**config.mk**
```make
export PLATFORM = sky130hd
export DESIGN_NAME = attr_trigger_match
export DESIGN_NICKNAME = d
export VERILOG_FILES = /design/src/verilog/attr_match_pkg.sv /design/src/verilog/attr_trigger_match.sv /design/src/verilog/attr_write_arbiter.sv /design/src/verilog/attr_compare.sv
export SDC_FILE = /design/constraint.sdc
export NUM_CORES = 1
export LEC_CHECK = 0
export BUFFER_PORTS_ARGS = -buffer_cell sky130_fd_sc_hd__buf_2
export CORE_AREA = 5 5 63 65
export DETAILED_ROUTE_END_ITERATION = 12
export DIE_AREA = 0 0 68 70
export PLACE_DENSITY = 0.82
export SLEW_MARGIN = 20
export SYNTH_ARGS = -nofsm -noshare
export SYNTH_HDL_FRONTEND = slang
export SYNTH_SLANG_ARGS = --single-unit
export TNS_END_PERCENT = 100
```
**constraint.sdc**
```tcl
create_clock -name i_sys_clk -period 2.5 [get_ports i_sys_clk]
set_input_delay 0.25 -clock i_sys_clk [delete_from_list [all_inputs] [get_ports i_sys_clk]]
set_output_delay 0.25 -clock i_sys_clk [all_outputs]
set_load 0.02 [all_outputs]
```
**src/verilog/attr_match_pkg.sv**
```systemverilog
package attr_match_pkg;

   // debug control register indices
   localparam logic [4:0] ATTR_TRIG_INDEX = 5'h06;
   localparam logic [4:0] TRIG_DEF_INDEX = 5'h07;

   // field positions of the attribute trigger register
   localparam int DIR_MASK_POS = 15;
   localparam int SIZE_MASK_LSB = 13;
   localparam int CLASS_MASK_LSB = 11;
   localparam int MOD_MASK_LSB = 8;
   localparam int DIR_POS = 7;
   localparam int SIZE_LSB = 5;
   localparam int CLASS_LSB = 3;
   localparam int MOD_LSB = 0;

   // reset values
   localparam logic [15:0] ATTR_TRIG_RESET = 16'h0005;
   localparam logic [7:0] CMD_ATTR_RESET = 8'h05;

   // width codes
   localparam logic [1:0] WIDTH_LONG = 2'h0;
   localparam logic [1:0] WIDTH_BYTE = 2'h1;
   localparam logic [1:0] WIDTH_WORD = 2'h2;

   // transfer classes
   localparam logic [1:0] CLASS_NORMAL = 2'h0;
   localparam logic [1:0] CLASS_EXT_DMA = 2'h1;
   localparam logic [1:0] CLASS_EMULATOR = 2'h2;

   // transfer modifiers
   localparam logic [2:0] MOD_LINE_PUSH = 3'h0;
   localparam logic [2:0] MOD_USER_DATA = 3'h1;
   localparam logic [2:0] MOD_USER_CODE = 3'h2;
   localparam logic [2:0] MOD_SUPER_DATA = 3'h5;
   localparam logic [2:0] MOD_SUPER_CODE = 3'h6;

   // one local bus attribute set
   typedef struct packed {
      logic       dir_read;
      logic [1:0] width_code;
      logic [1:0] transfer_class;
      logic [2:0] transfer_modifier;
   } bus_attr_t;

   // packed stored register
   typedef struct packed {
      logic       direction_mask;
      logic [1:0] size_mask;
      logic [1:0] transfer_class_mask;
      logic [2:0] transfer_modifier_mask;
      bus_attr_t  ref_attr;
   } attr_trig_t;

   // debug control write port
   typedef struct packed {
      logic        valid;
      logic [4:0]  index;
      logic [15:0] data;
   } dbg_write_t;

   // reserved modifier code for the given class
   function automatic logic attr_reserved(input bus_attr_t a);
      logic res;
      res = 1'b1;
      if (a.transfer_class == CLASS_NORMAL) begin
         res = !(a.transfer_modifier inside {MOD_LINE_PUSH, MOD_USER_DATA, MOD_USER_CODE,
                                            MOD_SUPER_DATA, MOD_SUPER_CODE});
      end else if (a.transfer_class == CLASS_EMULATOR) begin
         res = !(a.transfer_modifier inside {MOD_SUPER_DATA, MOD_SUPER_CODE});
      end
      if (a.width_code == 2'h3) begin
         res = 1'b1;
      end
      return res;
   endfunction

endpackage

```
**src/verilog/attr_trigger_match.sv**
```systemverilog
// What this block does
// RL1 - compare stored attributes to bus attributes; result feeds trigger logic as configured
// RL2 - register is debug control index 0x06 from instruction and debug port
// RL3 - register is write-only on both paths; no readback
// RL4 - bit 15 set ignores the direction bit in the compare
// RL5 - bits 14-13 mask matching bits of the size field
// RL6 - bits 12-11 mask matching bits of the transfer-class field
// RL7 - bits 10-8 mask matching bits of the transfer-modifier field
// RL8 - bit 7 compared against bus read/write direction
// RL9 - bits 6-5 compared to bus size: long, byte, word, reserved
// RL10 - bits 4-3 compared to bus class: normal, emulator; 01 reserved
// RL11 - class field also feeds debug memory commands; 01 means external/DMA
// RL12 - bits 2-0 compared to bus modifier; meaning depends on class
// RL13 - modifier codes per class; others reserved
// RL14 - each attribute write also loads the command attribute register
// RL15 - match needs all unmasked bits equal; reset holds supervisor data
// RL16 - direction bit one matches reads, zero matches writes
module attr_trigger_match
   import attr_match_pkg::*;
(
   // clock and reset
   input wire logic i_sys_clk,
   input wire logic i_reset_n,
   // register writes
   input wire attr_match_pkg::dbg_write_t i_cpu_wr,
   input wire attr_match_pkg::dbg_write_t i_port_wr,
   // local bus attributes
   input wire logic i_bus_valid,
   input wire attr_match_pkg::bus_attr_t i_bus_attr,
   // trigger definition enable for attribute use
   input wire logic i_trig_attr_enable,
   // results
   output logic o_attr_match,
   output logic o_attr_reserved,
   output logic [7:0] o_cmd_attr,
   output logic o_cmd_ext_dma
);
   import attr_match_pkg::*;

   logic load;
   logic [15:0] load_data;
   attr_trig_t trig;
   logic comb_match;

   attr_write_arbiter u_arb (
      .i_sys_clk(i_sys_clk),
      .i_reset_n(i_reset_n),
      .i_cpu_wr(i_cpu_wr),
      .i_port_wr(i_port_wr),
      .o_load(load),
      .o_data(load_data)
   );

   // write-only: nothing drives a read path from here [RL3]
   always_ff @(posedge i_sys_clk or negedge i_reset_n) begin
      if (!i_reset_n) begin
         trig <= attr_trig_t'(ATTR_TRIG_RESET); // [RL15]
      end else if (load) begin
         trig <= attr_trig_t'(load_data); // [RL2]
      end
   end

   // masked equality of direction, size, class and modifier [RL4] [RL5] [RL6] [RL7]
   attr_compare u_cmp (
      .i_trig(trig),
      .i_bus(i_bus_attr), // [RL8] [RL9] [RL10] [RL12] [RL16]
      .o_match(comb_match)
   );

   wire next_match = i_trig_attr_enable && i_bus_valid && comb_match; // [RL1] [RL15]
   wire next_reserved = attr_reserved(trig.ref_attr); // [RL13]

   always_ff @(posedge i_sys_clk or negedge i_reset_n) begin
      if (!i_reset_n) begin
         o_attr_match <= 1'b0;
         o_attr_reserved <= 1'b0;
         o_cmd_attr <= CMD_ATTR_RESET;
         o_cmd_ext_dma <= 1'b0;
      end else begin
         o_attr_match <= next_match;
         o_attr_reserved <= next_reserved;
         if (load) begin
            // low byte mirrors into command attributes for compatibility [RL14]
            o_cmd_attr <= load_data[7:0];
            o_cmd_ext_dma <= (load_data[4:3] == CLASS_EXT_DMA); // [RL11]
         end
      end
   end

   AST_MATCH_FOLLOWS: assert property (@(posedge i_sys_clk) disable iff (!i_reset_n) // [RL1]
      o_attr_match == $past(next_match))
      else $error("attribute match does not follow bus compare");
   AST_DIR_MASK: assert property (@(posedge i_sys_clk) disable iff (!i_reset_n) // [RL4]
      (trig.direction_mask && i_bus_valid && i_trig_attr_enable
       && ((trig[6:0] ^ i_bus_attr[6:0]) & ~{trig.size_mask, trig.transfer_class_mask,
       trig.transfer_modifier_mask}) == 7'h00) |=> o_attr_match)
      else $error("direction mask ignored");
   AST_DIR_CMP: assert property (@(posedge i_sys_clk) disable iff (!i_reset_n) // [RL8]
      (!trig.direction_mask && trig.ref_attr.dir_read != i_bus_attr.dir_read) |=> !o_attr_match)
      else $error("direction mismatch matched");
   AST_SIZE_CMP: assert property (@(posedge i_sys_clk) disable iff (!i_reset_n) // [RL5]
      (|((trig.ref_attr.width_code ^ i_bus_attr.width_code) & ~trig.size_mask)) |=> !o_attr_match)
      else $error("size mismatch matched");
   AST_CLASS_CMP: assert property (@(posedge i_sys_clk) disable iff (!i_reset_n) // [RL6]
      (|((trig.ref_attr.transfer_class ^ i_bus_attr.transfer_class)
       & ~trig.transfer_class_mask)) |=> !o_attr_match)
      else $error("class mismatch matched");
   AST_MOD_CMP: assert property (@(posedge i_sys_clk) disable iff (!i_reset_n) // [RL7]
      (|((trig.ref_attr.transfer_modifier ^ i_bus_attr.transfer_modifier)
       & ~trig.transfer_modifier_mask)) |=> !o_attr_match)
      else $error("modifier mismatch matched");
   AST_LOAD_CMD: assert property (@(posedge i_sys_clk) disable iff (!i_reset_n) // [RL14]
      load |=> (o_cmd_attr == $past(load_data[7:0]) && trig == $past(load_data)))
      else $error("command attributes not loaded with register");
   AST_WRITE_TWO: assert property (@(posedge i_sys_clk) disable iff (!i_reset_n) // [RL2]
      (i_cpu_wr.valid && i_cpu_wr.index == ATTR_TRIG_INDEX && !i_port_wr.valid)
      |=> ##1 (trig == $past(i_cpu_wr.data, 2)))
      else $error("instruction write did not land in two cycles");
   AST_EXT_DMA: assert property (@(posedge i_sys_clk) disable iff (!i_reset_n) // [RL11]
      o_cmd_ext_dma == (o_cmd_attr[4:3] == CLASS_EXT_DMA))
      else $error("external access flag disagrees with class");
   AST_IDLE_NOMATCH: assert property (@(posedge i_sys_clk) disable iff (!i_reset_n) // [RL15]
      (!i_bus_valid || !i_trig_attr_enable) |=> !o_attr_match)
      else $error("match without enabled bus cycle");
endmodule

```
**src/verilog/attr_write_arbiter.sv**
```systemverilog
module attr_write_arbiter
   import attr_match_pkg::*;
(
   // clock and reset
   input wire logic i_sys_clk,
   input wire logic i_reset_n,
   // write sources
   input wire attr_match_pkg::dbg_write_t i_cpu_wr,
   input wire attr_match_pkg::dbg_write_t i_port_wr,
   // selected write
   output logic o_load,
   output logic [15:0] o_data
);
   import attr_match_pkg::*;

   // debug port wins a same-cycle collision: a halted core cannot issue one
   wire port_hit = i_port_wr.valid && (i_port_wr.index == ATTR_TRIG_INDEX);
   wire cpu_hit = i_cpu_wr.valid && (i_cpu_wr.index == ATTR_TRIG_INDEX);
   wire next_load = port_hit || cpu_hit;
   wire [15:0] next_data = port_hit ? i_port_wr.data : i_cpu_wr.data;

   always_ff @(posedge i_sys_clk or negedge i_reset_n) begin
      if (!i_reset_n) begin
         o_load <= 1'b0;
         o_data <= 16'h0000;
      end else begin
         o_load <= next_load;
         o_data <= next_data;
      end
   end
endmodule

```
**src/verilog/attr_compare.sv**
```systemverilog
module attr_compare
   import attr_match_pkg::*;
(
   input wire attr_match_pkg::attr_trig_t i_trig,
   input wire attr_match_pkg::bus_attr_t i_bus,
   output logic o_match
);
   import attr_match_pkg::*;

   logic [7:0] care;
   logic [7:0] diff;

   // a set mask bit drops that bit from the compare
   assign care = ~{i_trig.direction_mask, i_trig.size_mask,
                   i_trig.transfer_class_mask, i_trig.transfer_modifier_mask};
   assign diff = i_trig.ref_attr ^ i_bus;
   assign o_match = ~|(diff & care);
endmodule

```
==> metrics.md, run 1 <==
| Metric | Value |
|---|---|
| Met3 Usage GRT | `around 6.3%` |
| Clk_lat worst skew | `~0.34 ns` |
| Worst clock skew | `0.0220 ns` |
| Post-synth cell types | `22` |
| Sw frac | `about 28%` |
| Startpoint Class | `register` |
| Commonest non-fill, non-tap cell in the layout | `buf_2` |
| Yosys reg bits | `36` |
| Placer Congestion | `about 0.71` |
| Number of global-route vias before repair | `1129` |
| Clk buf depth | `2` |
| Setup TNS | `0 ns` |
| Ys flop type | `dfrtp_1` |
| DP Area | `0.00189 sq mm` |
| Post-Synth XOR/XNOR Area | `about 4.4%` |
| First-pass DRT Iterations | `2` |
| Adder-cell share of the synthesized area | `0%` |
| Post-DR wirelength/cell | `14.6 microns` |
| Vias/cell | `4.75` |
| Power Internal | `1070 uW` |
| Layout cells sized above 1 | `64.1%` |
| First-pass GRT wire length | `5000 microns` |
| Register area share after synthesis | `56.9%` |
| Overall routing resource usage | `14.3%` |
| Die area | `0.00476 sq mm` |
| Setup Fix Bufs, Post-CTS | `0` |
| Final setup fails | `0` |
| Routed Antenna Nets | `0` |
| Status | `finished clean` |
| Pin count of the biggest net entering global routing | `37` |
| Yosys top cell by area | `dfrtp_1` |
| Met1 Use GR | `16.1%` |
| Pwr Density | `752 mW/mm^2` |
| Asr flop ratio synth | `100%` |
| Port buffer count | `66` |
| Final Max Slew Viols | `0` |
| CTS clk-pin slew, worst paths | `0.12 ns` |
| Switching power | `about 420 uW` |
| Max Freq | `around 0.66 GHz` |
| Period utilization | `approximately three fifths` |
| Worst ir drop on vdd | `around 0.00037 V` |
| CP required | `2.79 ns` |
| Overflow left after global routing | `0` |
| CP Capture Type | `register` |
| Crit path DAT | `1.80 ns` |
| Final HPWL from detailed placement | `approximately 2400 microns` |
| DRC marker count from the first detailed-route iteration | `23` |
| Slew @ Worst Pin | `about 0.77 ns` |
| Largest cells by area after synthesis | `dfrtp_1 54%, mux2_2 16%, mux2_4 8.5%` |
| Cts bufs inserted | `5` |
| Mux cell area share after synthesis | `between 20% and 30%` |
| Total Nets Final | `roughly 230` |
| Max cap viols | `0` |
| Crit-path cells | `xnor2_1, o22ai_1, nor4_1, o2111a_1` |
| Main combinational cell family by area after synthesis | `multiplexers` |
| Comb power frac | `22.5%` |
| CP peak stage delay | `0.61 ns` |
| RSZ-0062 raised after global routing | `false` |
| Most frequent cells in the layout | `66 x buf_2, 34 x dfrtp_1, 23 x mux2_2` |
| Die X | `68 microns` |
| Slew HR | `roughly 49%` |
| Synth Area in Compound Gates | `2.76%` |
| I/O pin cnt | `67` |
| Starting Density | `48.3%` |
| Die height | `~70 microns` |
| Synth warnings | `0` |
| Syn avg cell area | `around 15 sq um` |
| Reg power frac | `between 50% and 60%` |
| Share of the synthesized area in the top cell type | `53.6%` |
| LEAKAGE | `0.00100 uW` |
| Initial antenna violation count | `0` |
| CTS Root Cell | `clkbuf_4` |
| Drt total wl | `3160 microns` |
| Busiest grt layer | `met2` |
| Clock sink total | `36` |
| Type of the tightest min-delay check | `primary input to register` |
| Final hold violations | `0` |
| Num rows | `21` |
| Crit path time final | `about 1.5 ns` |
| DRC viols | `0` |
| Detailed-route via count | `1026` |
| Critical path type | `register to register` |
| Finished Cell Area | `0.00198 sq mm` |
| Mapped Cells | `106` |
| Slowest CP cell | `dfstp_2` |
| TritonCTS clock tree | `built` |
| Number of synthesized flops with an enable pin | `0` |
| Post-synthesis simple-gate area fraction | `5.44%` |
| Clk pwr share | `26.7%` |
| CTS H-tree lvls | `2` |
| Synth Cell Area | `0.00159 sq mm` |
| Net count after synthesis | `between 150 and 200` |
| Core box area | `0.00328 sq mm` |
| # diodes | `0` |
| GR Util met2 | `22.9%` |
| Area delta synth->final | `25.0%` |
| CP max FO | `5` |
-- flip-flops by register name, summed over array words and instances (netlist names) --
register / cells
u_arb.o_data: 16
trig: 13
o_cmd_attr: 3
o_attr_match: 1
o_attr_reserved: 1
o_cmd_ext_dma: 1
u_arb.o_load: 1
-- per-layer routing --
metal  wire length (microns)  vias to the layer above
met5                       0                        -
met2                    1510                       53
li1                        -                      494
met1                    1270                      477
met3                     336                        2
met4                      41                        0
-- power by group through the flow --
| stage | registers (uW) | logic (uW) | clock network (uW) |
|---|---|---|---|
| after floorplan | 761 | 255 | 0 |
| after global placement | 766 | 330 | 0 |
| after detailed placement | 771 | 339 | 0 |
| after CTS | 758 | 342 | 408 |
| after global routing | 768 | 365 | 436 |
| final | 757 | 336 | 398 |
-- area by class of cell --
cell class	count	area [sq um]
multi-input cells	57	594
well taps	46	57.6
clock inverters	3	42.5
flip-flops and latches	36	903
repair buffers	67	340
clock buffers	5	37.5
inverters	2	7.51
fillers	270	1300
-- cells in the mapped netlist (2+ instances only) --
library cell / n
dfrtp_1: 34
mux2_2: 23
mux2_4: 9
buf_4: 8
xnor2_1: 8
o22ai_1: 3
buf_2: 2
dfstp_2: 2
inv_1: 2
nand2_1: 2
nand3b_1: 2
-- worst paths after layout --
kind	startpoint	to	slack, ns	cells past startpoint
max in group asynchronous	i_reset_n	trig[11]	1.47	2
worst max register to register	trig[0]	o_attr_match	0.99	4
min in group asynchronous	i_reset_n	trig[9]	0.52	2
worst min register to register	u_arb.o_data[6]	o_cmd_attr[6]	0.48	1
worst max-delay path	trig[0]	o_attr_match	0.99	4
worst min-delay path	i_cpu_wr[2]	u_arb.o_data[2]	0.13	2
-- logic make-up after synthesis --
kind of cell / Yosys count
compound gates: 6
simple gates: 11
buf+inv: 13
xor+xnor: 8
mux: 32
flops: 36
-- metrics by stage --
| step | util (%) | instances | hold slack (ns) | setup WS (ns) | power, uW |
|---|---|---|---|---|---|
| CTS | 60.4 | 216 | 0.124 | 0.981 | 1510 |
| global route | 60.4 | 216 | 0.111 | 0.947 | 1570 |
| finish | 60.4 | 216 | 0.134 | 0.991 | 1490 |
| detailed placement | 57.6 | 207 | 0.366 | 1.00 | 1110 |
| global placement | 57.6 | 207 | 0.343 | 1.08 | 1100 |
| floorplan | - | 106 | -0.0456 | 1.24 | 1020 |
-- critical path: cells and delay by family, from the launching register on --
kind,cells,cell delay [ns]
flops,1,0.61
xor+xnor,1,0.13
compound gates,2,0.33
simple gates,1,0.39
-- repair_timing --
item / CTS / global route
gates resized for setup: 0 / 0
endpoints found under the hold margin: 18 / 0
hold buffers: 1 / 0
No activity file was read; power rests on OpenSTA's default activity.
==> run 2, diff against run 1 <==
--- a/config.mk
+++ b/config.mk
@@ -6,10 +6,10 @@
 export NUM_CORES = 1
 export LEC_CHECK = 0
 export BUFFER_PORTS_ARGS = -buffer_cell sky130_fd_sc_hd__buf_2
-export CORE_AREA = 5 5 63 65
+export CORE_AREA = 5 5 65 67
 export DETAILED_ROUTE_END_ITERATION = 12
-export DIE_AREA = 0 0 68 70
-export PLACE_DENSITY = 0.82
+export DIE_AREA = 0 0 70 72
+export PLACE_DENSITY = 0.78
 export SLEW_MARGIN = 20
 export SYNTH_ARGS = -nofsm -noshare
 export SYNTH_HDL_FRONTEND = slang
==> constraint.sdc (replaced) <==
create_clock -name i_sys_clk -period 1.4 [get_ports i_sys_clk]
set_input_delay 0.14 -clock i_sys_clk [delete_from_list [all_inputs] [get_ports i_sys_clk]]
set_output_delay 0.14 -clock i_sys_clk [all_outputs]
set_load 0.02 [all_outputs]
==> metrics.md, run 2 (synthesis gave the netlist of run 1 again) <==
| Metric | Value |
|---|---|
| Status | `finished clean` |
| Met3 Usage GRT | `6.23%` |
| R2r setup slk | `just over 0.04 ns` |
| Met1 Use GR | `16.0%` |
| Max Freq | `roughly 0.74 GHz` |
| Clock sink total | `36` |
| Hold depth | `2` |
| Port buffer count | `66` |
| Startpoint Class | `register` |
| Period utilization | `97.1%` |
| RSZ-0062 raised after global routing | `false` |
| CP Capture Type | `register` |
| Hold EP | `u_arb.o_data[0]` |
| I/O pin cnt | `67` |
| Type of the tightest min-delay check | `primary input to register` |
| Slew @ Worst Pin | `0.446 ns` |
| Vias/cell | `between 4 and 5` |
| Starting Density | `44.3%` |
| Max reg flops | `16` |
| Worst flop-to-flop path endpoint | `o_attr_match` |
| Hold Crit Start | `i_port_wr[0]` |
| CP max FO | `5` |
| Post-DR wirelength/cell | `between 15 and 20 microns` |
| Crit-path cells | `xnor2_1, o22ai_1, nor4_1, o2111a_1` |
| Final hold violations | `0` |
| Die height | `72 microns` |
| Clk buf depth | `2` |
| Busiest grt layer | `met2` |
| Final Max Slew Viols | `0` |
| Crit path DAT | `around 1.6 ns` |
| CP required | `1.68 ns` |
| Die X | `70 microns` |
| CP peak stage delay | `0.58 ns` |
| Pwr Density | `about 1300 mW/mm^2` |
| CTS clk-pin slew, worst paths | `0.11 ns` |
| Slowest CP cell | `dfstp_2` |
| First-pass GRT wire length | `5600 microns` |
| Placer Congestion | `0.754` |
| Crit path time final | `~1.4 ns` |
| Slew HR | `70.2%` |
| Total Nets Final | `228` |
| Reg2reg path depth | `4` |
| Pin count of the biggest net entering global routing | `37` |
| Critical path type | `register to register` |
| Final HPWL from detailed placement | `2650 microns` |
| Drt total wl | `3330 microns` |
| Number of global-route vias before repair | `1220` |
| Detailed-route via count | `1034` |
| Max cap viols | `0` |
| CTS Root Cell | `clkbuf_4` |
| Clk_lat worst skew | `0.34 ns` |
| Commonest non-fill, non-tap cell in the layout | `buf_2` |
| Overall routing resource usage | `14.3%` |
| Die area | `0.00504 sq mm` |
| Setup Fix Bufs, Post-CTS | `0` |
| Most frequent cells in the layout | `66 x buf_2, 34 x dfrtp_1, 23 x mux2_2` |
| Hold WS | `0.0233 ns` |
| LEAKAGE | `0.00102 uW` |
| FF-to-FF Start | `trig[0]` |
| TritonCTS clock tree | `built` |
| Largest register by flop count | `u_arb.o_data` |
| CTS H-tree lvls | `2` |
| CP bufs+invs | `0` |
| Area delta synth->final | `26.6%` |
| Worst ir drop on vdd | `approximately 0.00066 V` |
| Routed Antenna Nets | `0` |
| Regs by FF count | `u_arb.o_data (16), trig (13), o_cmd_attr (3)` |
| First-pass DRT Iterations | `4` |
| Layout cells sized above 1 | `between 60% and 70%` |
| # diodes | `0` |
| Num rows | `22` |
| DRC marker count from the first detailed-route iteration | `28` |
| Crit-path leading delay family | `flip-flops` |
| GR Util met2 | `24.3%` |
| Overflow left after global routing | `0` |
| DRC viols | `0` |
| Initial antenna violation count | `0` |
| Setup TNS | `0 ns` |
| Cts bufs inserted | `5` |
| Worst clock skew | `0.0111 ns` |
| Final setup fails | `0` |
| Core box area | `0.00358 sq mm` |
==> run 2: cell count changes in the layout (fill, tap and decap cells not counted), sizes merged <==
cell  change
buf       +3
==> run 2: where the power goes <==
group          total [uW]  leakage (uW)  switching, uW  internal (uW)
logic                 621      0.000546            296            325
clock network         718     0.0000412            345            372
registers            1350      0.000431            132           1220
total                2690       0.00102            773           1920
==> run 2: cell type report <==
cell class / count / area, sq um
Fill cell: 314 / 1570
Clock inverter: 3 / 42.5
Tap cell: 48 / 60.1
Inverter: 2 / 7.51
Clock buffer: 5 / 37.5
Sequential cell: 36 / 903
Multi-Input combinational cell: 57 / 594
Timing Repair Buffer: 70 / 363
==> run 2: worst max path at each step <==
stage | from | end | slack [ns] | cells after the start
floorplan | trig[0] | o_attr_match | 0.14 | 4
global placement | trig[0] | o_attr_match | 0.10 | 4
detailed placement | trig[0] | o_attr_match | 0.06 | 4
CTS | trig[0] | o_attr_match | 0.03 | 4
global route | trig[0] | o_attr_match | 0.004 | 4
finish | trig[0] | o_attr_match | 0.04 | 4
==> run 2: per-layer routing <==
metal / share of wire (%) / vias up
li1: - / 495
met1: 39 / 486
met2: 51 / 47
met3: 8.6 / 6
met4: 1.3 / 0
met5: 0 / -
==> run 2: repair_timing <==
action                     CTS  global route
setup endpoints to repair    0             1
resized for setup            0             0
hold buffers                 1             0
hold endpoints to repair    34             0
==> run 2: metrics by stage <==
stage	utilization, %	area, sq um	std cells	power (uW)	setup slack (ns)
2_1_floorplan	-	1590	106	1810	0.144
3_3_place_gp	53.6	1920	212	1970	0.103
3_5_place_dp	53.6	1920	212	2010	0.0564
4_1_cts	56.1	2010	221	2730	0.0300
5_1_grt	56.1	2010	221	2830	0.00387
6_report	56.1	2010	221	2690	0.0404
